===== config.mk =====
export PLATFORM = sky130hd
export DESIGN_NAME = earth_fault_phase_selector
export DESIGN_NICKNAME = d
export VERILOG_FILES = /design/src/hw/phase_sel_pkg.sv /design/src/hw/earth_fault_phase_selector.sv /design/src/hw/event_status.sv /design/src/hw/undervoltage_comparator.sv
export SDC_FILE = /design/constraint.sdc
export NUM_CORES = 1
export LEC_CHECK = 0
export BUFFER_PORTS_ARGS = -buffer_cell sky130_fd_sc_hd__buf_2
export CORE_UTILIZATION = 58
export DETAILED_ROUTE_END_ITERATION = 12
export GPL_TIMING_DRIVEN = 0
export PLACE_DENSITY_LB_ADDON = 0.25
export REMOVE_ABC_BUFFERS = 1
export SYNTH_ARGS = -nofsm -noshare
export SYNTH_HDL_FRONTEND = slang
export SYNTH_SLANG_ARGS = --single-unit

===== constraint.sdc =====
create_clock -name mclk -period 8.1 [get_ports mclk]
set_input_delay 0.405 -clock mclk [delete_from_list [all_inputs] [get_ports mclk]]
set_output_delay 0.405 -clock mclk [all_outputs]
set_load 0.02 [all_outputs]

===== src/hw/phase_sel_pkg.sv =====
// constants, register map and types of the earth-fault phase selector
package phase_sel_pkg;

   // clock and drop-out timing
   localparam int CLK_FREQ_HZ = 125_000_000;
   localparam int RESET_TIME_MS = 50;
   localparam int RESET_CYCLES = CLK_FREQ_HZ / 1000 * RESET_TIME_MS;

   // start-voltage threshold in percent of rated voltage
   localparam int THR_W = 6;
   localparam logic [5:0] THR_MIN = 6'h05;
   localparam logic [5:0] THR_MAX = 6'h39;
   localparam logic [5:0] THR_RESET = 6'h2d;

   // fixed comparator constants, not reachable by software
   localparam int PCT_SCALE = 100;
   localparam int RESET_RATIO_NUM = 105;
   localparam int RESET_RATIO_DEN = 100;

   // register bus
   localparam int ADDR_W = 8;
   localparam int DATA_W = 32;
   localparam logic [7:0] ADDR_THRESHOLD = 8'h00;
   localparam logic [7:0] ADDR_LIVE = 8'h04;
   localparam logic [7:0] ADDR_STATUS = 8'h08;
   localparam logic [7:0] ADDR_CLEAR = 8'h0c;
   localparam logic [7:0] ADDR_ENABLE = 8'h10;
   localparam logic [7:0] ADDR_COUNT1 = 8'h14;
   localparam logic [7:0] ADDR_COUNT2 = 8'h18;
   localparam logic [7:0] ADDR_COUNT3 = 8'h1c;
   localparam logic [7:0] ADDR_CAPTURE = 8'h20;

   // field positions
   localparam int NUM_PHASES = 3;
   localparam int LIVE_START_BIT = 3;
   localparam int LIVE_BLOCK_BIT = 4;
   localparam int LIVE_STATE_LSB = 5;
   localparam int EVT_REJECT_BIT = 3;
   localparam int EVT_W = 4;
   localparam int COUNT_W = 16;

   // evaluation sequence
   typedef enum logic [2:0] {
      ST_IDLE = 3'b001,
      ST_EVAL = 3'b010,
      ST_BLOCKED = 3'b100
   } sel_state_t;

endpackage


===== src/hw/earth_fault_phase_selector.sv =====
// earth-fault phase selector: start gating, per-phase comparators, registers
//
// Strobed register access and the register offsets were chosen for this implementation.
`timescale 1ns/100ps
module earth_fault_phase_selector
   import phase_sel_pkg::*;
#(
   parameter int MAG_W = 16,
   parameter logic [MAG_W-1:0] RATED_MAG = 16'h2710,
   parameter int DROP_CYCLES = RESET_CYCLES
) (
   input wire logic mclk,
   input wire logic rst,
   input wire logic earthFaultStartIn,
   input wire logic vtSupervisionBlockIn,
   input wire logic [MAG_W-1:0] phase1VoltageMagnitude,
   input wire logic [MAG_W-1:0] phase2VoltageMagnitude,
   input wire logic [MAG_W-1:0] phase3VoltageMagnitude,
   input wire logic [ADDR_W-1:0] regAddr,
   input wire logic [DATA_W-1:0] regWrData,
   input wire logic regWr,
   input wire logic regRd,
   output logic [DATA_W-1:0] regRdData,
   output logic phase1FaultFlag,
   output logic phase2FaultFlag,
   output logic phase3FaultFlag,
   output logic irq
);

   sel_state_t state_q;
   sel_state_t state_d;
   logic evalEn;
   logic [MAG_W-1:0] magnitude [NUM_PHASES];
   logic [NUM_PHASES-1:0] faultFlag;
   logic [NUM_PHASES-1:0] faultFlagPrev_q;
   logic [NUM_PHASES-1:0] flagRise;
   logic [NUM_PHASES-1:0] capture_q;
   logic [COUNT_W-1:0] pickCount_q [NUM_PHASES];
   logic [THR_W-1:0] startVoltageThreshold_q;
   logic [THR_W-1:0] thrWrValue;
   logic thrWrInRange;
   logic thrWr;
   logic thrReject;
   logic [EVT_W-1:0] evtSet;
   logic [EVT_W-1:0] evtStatus;
   logic [EVT_W-1:0] evtEnable;
   logic clrWr;
   logic enWr;
   logic [NUM_PHASES-1:0] countWr;
   logic [DATA_W-1:0] readWord;
   logic [DATA_W-1:0] regRdData_q;

   assign magnitude[0] = phase1VoltageMagnitude;
   assign magnitude[1] = phase2VoltageMagnitude;
   assign magnitude[2] = phase3VoltageMagnitude;

   // evaluation sequence; blocking always takes priority over start
   always_comb begin
      state_d = state_q;
      unique case (state_q)
         ST_IDLE: begin
            if (vtSupervisionBlockIn) begin
               state_d = ST_BLOCKED;
            end else if (earthFaultStartIn) begin
               state_d = ST_EVAL;
            end
         end
         ST_EVAL: begin
            if (vtSupervisionBlockIn) begin
               state_d = ST_BLOCKED;
            end else if (!earthFaultStartIn) begin
               state_d = ST_IDLE;
            end
         end
         ST_BLOCKED: begin
            // leave through idle so a held start re-enters cleanly
            if (!vtSupervisionBlockIn) begin
               state_d = ST_IDLE;
            end
         end
      endcase
   end

   always_ff @(posedge mclk) begin
      if (rst) begin
         state_q <= ST_IDLE;
      end else begin
         state_q <= state_d;
      end
   end

   assign evalEn = (state_q == ST_EVAL) && earthFaultStartIn && !vtSupervisionBlockIn;

   genvar ph;
   generate
      for (ph = 0; ph < NUM_PHASES; ph++) begin : g_phase
         undervoltage_comparator #(
            .MAG_W(MAG_W),
            .RATED_MAG(RATED_MAG),
            .DROP_CYCLES(DROP_CYCLES)
         ) u_cmp (
            .mclk(mclk),
            .rst(rst),
            .evalEn(evalEn),
            .magnitude(magnitude[ph]),
            .threshold(startVoltageThreshold_q),
            .faultFlag(faultFlag[ph])
         );

         // pickups per phase, saturating, cleared by a write to that phase's count register
         always_ff @(posedge mclk) begin
            if (rst || countWr[ph]) begin
               pickCount_q[ph] <= '0;
            end else if (flagRise[ph] && (pickCount_q[ph] != '1)) begin
               pickCount_q[ph] <= pickCount_q[ph] + 1'b1;
            end
         end
      end
   endgenerate

   assign phase1FaultFlag = faultFlag[0];
   assign phase2FaultFlag = faultFlag[1];
   assign phase3FaultFlag = faultFlag[2];

   always_ff @(posedge mclk) begin
      if (rst) begin
         faultFlagPrev_q <= '0;
      end else begin
         faultFlagPrev_q <= faultFlag;
      end
   end

   assign flagRise = faultFlag & ~faultFlagPrev_q;

   // phases selected during the current start; kept after it ends
   always_ff @(posedge mclk) begin
      if (rst) begin
         capture_q <= '0;
      end else if ((state_q != ST_EVAL) && (state_d == ST_EVAL)) begin
         capture_q <= '0;
      end else begin
         capture_q <= capture_q | faultFlag;
      end
   end

   // register write decode
   assign thrWr = regWr && (regAddr == ADDR_THRESHOLD);
   assign clrWr = regWr && (regAddr == ADDR_CLEAR);
   assign enWr = regWr && (regAddr == ADDR_ENABLE);
   assign countWr[0] = regWr && (regAddr == ADDR_COUNT1);
   assign countWr[1] = regWr && (regAddr == ADDR_COUNT2);
   assign countWr[2] = regWr && (regAddr == ADDR_COUNT3);

   assign thrWrValue = regWrData[THR_W-1:0];
   assign thrWrInRange = (regWrData[DATA_W-1:THR_W] == '0) && (thrWrValue >= THR_MIN)
      && (thrWrValue <= THR_MAX);
   assign thrReject = thrWr && !thrWrInRange;

   always_ff @(posedge mclk) begin
      if (rst) begin
         startVoltageThreshold_q <= THR_RESET;
      end else if (thrWr && thrWrInRange) begin
         startVoltageThreshold_q <= thrWrValue;
      end
   end

   // of the comparator settings only the threshold is writable
   // ratio, scale and drop-out time are constants of the comparator

   assign evtSet = {thrReject, flagRise};

   event_status #(
      .N(EVT_W)
   ) u_evt (
      .mclk(mclk),
      .rst(rst),
      .setEvt(evtSet),
      .clrWr(clrWr),
      .clrMask(regWrData[EVT_W-1:0]),
      .enWr(enWr),
      .enData(regWrData[EVT_W-1:0]),
      .status(evtStatus),
      .enable(evtEnable),
      .irq(irq)
   );

   // read mux; unmapped and write-only addresses read zero
   always_comb begin
      readWord = '0;
      unique case (regAddr)
         ADDR_THRESHOLD: readWord[THR_W-1:0] = startVoltageThreshold_q;
         ADDR_LIVE: begin
            readWord[NUM_PHASES-1:0] = faultFlag;
            readWord[LIVE_START_BIT] = earthFaultStartIn;
            readWord[LIVE_BLOCK_BIT] = vtSupervisionBlockIn;
            readWord[LIVE_STATE_LSB +: 3] = state_q;
         end
         ADDR_STATUS: readWord[EVT_W-1:0] = evtStatus;
         ADDR_ENABLE: readWord[EVT_W-1:0] = evtEnable;
         ADDR_COUNT1: readWord[COUNT_W-1:0] = pickCount_q[0];
         ADDR_COUNT2: readWord[COUNT_W-1:0] = pickCount_q[1];
         ADDR_COUNT3: readWord[COUNT_W-1:0] = pickCount_q[2];
         ADDR_CAPTURE: readWord[NUM_PHASES-1:0] = capture_q;
         default: readWord = '0;
      endcase
   end

   // data stand only in the cycle after the read strobe
   always_ff @(posedge mclk) begin
      if (rst) begin
         regRdData_q <= '0;
      end else if (regRd) begin
         regRdData_q <= readWord;
      end else begin
         regRdData_q <= '0;
      end
   end

   assign regRdData = regRdData_q;

endmodule


===== src/hw/event_status.sv =====
// sticky event status with clear, enable and a level interrupt
`timescale 1ns/100ps
module event_status #(
   parameter int N = 4
) (
   input wire logic mclk,
   input wire logic rst,
   input wire logic [N-1:0] setEvt,
   input wire logic clrWr,
   input wire logic [N-1:0] clrMask,
   input wire logic enWr,
   input wire logic [N-1:0] enData,
   output logic [N-1:0] status,
   output logic [N-1:0] enable,
   output logic irq
);
   logic [N-1:0] status_q;
   logic [N-1:0] status_d;
   logic [N-1:0] enable_q;
   logic [N-1:0] enable_d;
   logic irq_q;

   // set wins over a clear in the same cycle
   always_comb begin
      status_d = (status_q & ~(clrWr ? clrMask : '0)) | setEvt;
      enable_d = enWr ? enData : enable_q;
   end

   always_ff @(posedge mclk) begin
      if (rst) begin
         status_q <= '0;
      end else begin
         status_q <= status_d;
      end
   end

   always_ff @(posedge mclk) begin
      if (rst) begin
         enable_q <= '0;
      end else begin
         enable_q <= enable_d;
      end
   end

   always_ff @(posedge mclk) begin
      if (rst) begin
         irq_q <= 1'b0;
      end else begin
         irq_q <= |(status_d & enable_d);
      end
   end

   assign status = status_q;
   assign enable = enable_q;
   assign irq = irq_q;
endmodule


===== src/hw/undervoltage_comparator.sv =====
// one phase undervoltage comparator with reset hysteresis and drop-out delay
`timescale 1ns/100ps
module undervoltage_comparator
   import phase_sel_pkg::*;
#(
   parameter int MAG_W = 16,
   parameter logic [MAG_W-1:0] RATED_MAG = 16'h2710,
   parameter int DROP_CYCLES = RESET_CYCLES
) (
   input wire logic mclk,
   input wire logic rst,
   input wire logic evalEn,
   input wire logic [MAG_W-1:0] magnitude,
   input wire logic [THR_W-1:0] threshold,
   output logic faultFlag
);
   localparam int PROD_W = MAG_W + 24;
   localparam int CNT_W = $clog2(DROP_CYCLES + 1);

   logic [PROD_W-1:0] magScaled;
   logic [PROD_W-1:0] pickLevel;
   logic [PROD_W-1:0] magHys;
   logic [PROD_W-1:0] dropLevel;
   logic belowPick;
   logic recovered;
   logic faultFlag_q;
   logic [CNT_W-1:0] dropCnt_q;

   // percentages compared by cross multiplication, no divider needed
   assign magScaled = PROD_W'(magnitude) * PROD_W'(PCT_SCALE);
   assign pickLevel = PROD_W'(threshold) * PROD_W'(RATED_MAG);
   assign magHys = magScaled * PROD_W'(RESET_RATIO_DEN);
   assign dropLevel = pickLevel * PROD_W'(RESET_RATIO_NUM);
   assign belowPick = magScaled < pickLevel;
   assign recovered = magHys > dropLevel;

   always_ff @(posedge mclk) begin
      if (rst || !evalEn) begin
         faultFlag_q <= 1'b0;
         dropCnt_q <= '0;
      end else if (!faultFlag_q) begin
         faultFlag_q <= belowPick;
         dropCnt_q <= '0;
      end else if (recovered) begin
         if (dropCnt_q == CNT_W'(DROP_CYCLES - 1)) begin
            faultFlag_q <= 1'b0;
            dropCnt_q <= '0;
         end else begin
            dropCnt_q <= dropCnt_q + 1'b1;
         end
      end else begin
         dropCnt_q <= '0;
      end
   end

   assign faultFlag = faultFlag_q;
endmodule


==> out/metrics.json <==
{
  "run_status": {
    "run_status": "complete, no violations"
  },
  "floorplanning": {
    "die_h_um": 204,
    "cell_rows": 73,
    "core_area_um2": 40000,
    "die_x_um": 204,
    "starting_utilization_of_the_core_area_pct": 59.3,
    "io-pin-count": 130,
    "floorplan.die_area_um2": 41700
  },
  "sta": {
    "final-max-slew-violation-count": 0,
    "fin_crit_sh_pct": 99.9,
    "final-hold-violation-count": 0,
    "setup_viol": 0,
    "worst_pin_slew_ns": 0.971,
    "min_clock_period_post_route_ns": 8.09,
    "setup_repair_after_global_routing_missed_its_margin": "true",
    "achievable-frequency_ghz": 0.124,
    "worst_slew_margin_relative_to_its_limit_pct": 34.9,
    "skew_ns": 0.0129
  },
  "cells_and_area": {
    "num-nets-final": 3686,
    "final_layout_size_suffix_gt1_share_pct": 13.5,
    "post-route-util_pct": 67.6,
    "fin_area_um2": 27000,
    "areaGrowthSynthToFinish_pct": 13.9,
    "final.fill_count": 3185
  },
  "routing": {
    "vias_per_cell": 5.77,
    "dr_vias": 20000,
    "drt_pass1_iterations": 6,
    "drt_first_iter_violations": 1240,
    "antenna_violating_nets_post_route": 0,
    "routed_wirelength_um": 59200,
    "drc_errors": 0,
    "wl_per_cell_um": 17.1
  },
  "clock_network": {
    "path_clk_slew_ns": 0.07,
    "cts_tree": "done",
    "cts-htree-levels": 4,
    "cts.sink_count": 160,
    "worstSkewPairLatency_ns": 0.43,
    "cts-buffers-inserted": 17,
    "ctsLongestPathBuffers": 2,
    "cts.root.buffer_cell": "clkbuf_16"
  },
  "critical_path": {
    "crit_path_end_kind": "flip-flop",
    "crit_path_max_fanout": 6,
    "slowest_delay_ns": 0.52,
    "timing.setup.critical_path_class": "reg -> reg",
    "crit_required_ns": 8.42,
    "cpMaxStageDelayCell": "fa_1",
    "timing.critical_path.arrival_ns": 8.42,
    "kind_of_launch_point_of_the_worst_setup_path": "flip-flop"
  },
  "yosys": {
    "synth.avg_cell_area_um2": 8.59,
    "synth-adder-area-share_pct": 38.4,
    "synth_top_family_by_area": "adder cells",
    "syn-cell-area_um2": 23700,
    "muxShareOfSynthArea_pct": 1.10,
    "synth-seq-area-share_pct": 15.5,
    "synth-seq-cells": 160,
    "synth_cell_type_count": 84,
    "synthesis.instances": 2763,
    "synthArstFlopShare_pct": 0,
    "ys_warn_count": 0,
    "ys_dominant_reg_cell": "dfxtp_1",
    "number_of_enable_type_register_cells_in_the_synthesized_netlist": 48,
    "synth-xor-area-share_pct": 9.19,
    "synth_simple_gate_area_share_pct": 13.8,
    "synth_area_in_compound_gates_pct": 13.5
  },
  "hold_path": {
    "hold_path.class": "in -> reg"
  },
  "global_route": {
    "via_count_of_the_first_global_routing_pass": 20000,
    "globalRoute.totalOverflow": 0,
    "globalRouteTotalUtil_pct": 27.5,
    "largest_net_degree_at_the_start_of_global_routing": 28,
    "first_pass_grt_wire_length_um": 94200,
    "grt_antenna_before_repair": 0
  },
  "placed_design": {
    "place.port_buffers": 113,
    "dp_hpwl_um": 43900,
    "placed_cell_area_um2": 24700,
    "gp_routability_congestion": 0.879
  },
  "run": {
    "drv.max_cap_violation_count": 0
  }
}
## what timing repair did
action	CTS	global route
endpoints found under the hold margin	0	0
setup buffers	37	22
setup endpoints to repair	72	72
resized for setup	85	115
hold buffers	0	0
pin swaps	34	85
cloned	6	2
## cell families after synthesis
logic type / count (synthesis)
adder cells (fa/ha/maj): 667
other: 1
multiplexers: 25
AND/OR/NAND/NOR: 686
XOR/XNOR: 248
AO/OA/AOI/OAI: 466
flip-flops: 160
buffers and inverters: 510
## worst paths after layout
path | start | end | slack [ns] | depth (start not counted)
hold reg to reg | g_phase[0].u_cmp.dropCnt_q[0] | g_phase[0].u_cmp.dropCnt_q[0] | 0.46 | 1
setup reg to reg | startVoltageThreshold_q[0] | g_phase[1].u_cmp.dropCnt_q[9] | 0.007 | 37
setup / recovery | startVoltageThreshold_q[0] | g_phase[1].u_cmp.dropCnt_q[9] | 0.007 | 37
hold / removal | vtSupervisionBlockIn | state_q[0] | 0.24 | 2
## area by class of cell
class                           count  area, um^2  area share (%)
Timing Repair Buffer              173        1120            4.15
Antenna cell                        2        5.00          0.0185
Tap cell                          525         657            2.43
Clock buffer                       18         439            1.62
Multi-Input combinational cell   2115       19200            71.0
Sequential cell                   160        3710            13.7
Clock inverter                     14         160           0.592
Inverter                          461        1740            6.45
## worst max-delay path, delay by kind of cell (launching register included)
kind,cells,cell delay [ns]
flops,1,0.41
xor+xnor,2,0.38
buf+inv,7,0.92
fa+ha+maj,7,2.52
compound gates,14,2.72
simple gates,7,1.02
## sequential cells by signal, indices dropped and copies added, names as in the netlist, 3 cells and up
signal and count:
capture_q 3, faultFlagPrev_q 3, g_phase.u_cmp.dropCnt_q 69, g_phase.u_cmp.faultFlag 3
pickCount_q 48, regRdData 16, startVoltageThreshold_q 6, state_q 3
u_evt.enable 4, u_evt.status 4
## metrics by stage
| step | worst slack, ns | instances | hold WS (ns) | TNS [ns] |
|---|---|---|---|---|
| 4_1_cts | 0.00404 | 3442 | 0.235 | 0 |
| 6_report | 0.00732 | 3468 | 0.241 | 0 |
| 3_5_place_dp | -3.04 | 3367 | 0.443 | -195.38 |
| 3_3_place_gp | -2.97 | 3367 | 0.437 | -192.91 |
| 5_1_grt | -0.213 | 3466 | 0.241 | -8.19 |
| 2_1_floorplan | -0.252 | 2729 | 0.426 | -9.95 |
## cell usage in the layout, fill, tap and decap left out, types with 17 or more instances in the layout
cell	count
edfxtp_1	48
and3_1	37
inv_1	447
clkbuf_16	18
fa_1	101
a21o_1	71
ha_1	525
a21oi_2	19
nand4_1	28
nand3_1	87
nand2b_1	17
nand2_1	104
xor2_1	106
dfxtp_1	106
ha_4	33
buf_4	45
o21ai_0	53
nor2_1	256
nor3_1	26
a21oi_1	104
o21a_1	32
buf_2	113
xnor2_1	122
o21bai_1	23
nor2b_1	33
## routing by layer
metal / track usage [%] / up-vias / part of all wire (%)
met5: 0 / - / 0
met4: 9.94 / 0 / 3.5
met3: 2.93 / 150 / 4.9
met2: 48.8 / 534 / 50
met1: 34.2 / 9530 / 42
li1: - / 9780 / -
## Yosys cell counts (all sizes together) (15+ instances only)
master	number	area [um^2]
buf	26	195
nor2b	34	213
nor2	272	1020
o21ai	65	325
dfxtp	112	2240
nor4	17	106
o21a	32	240
nand2b	20	133
nand4	28	175
ha	562	7030
a21oi	126	638
inv	461	1730
xor2	114	998
nand3	88	440
and3	39	244
mux2i	16	160
nand2	107	402
edfxtp	48	1440
clkbuf	23	86.3
a211oi	15	128
xnor2	134	1180
a21o	72	541
fa	102	2040
o21bai	24	180
nor3	27	135
Power is left out: the tool's default activity adds up to more than one toggle a clock period on the data nets, which glitch-free logic cannot reach.
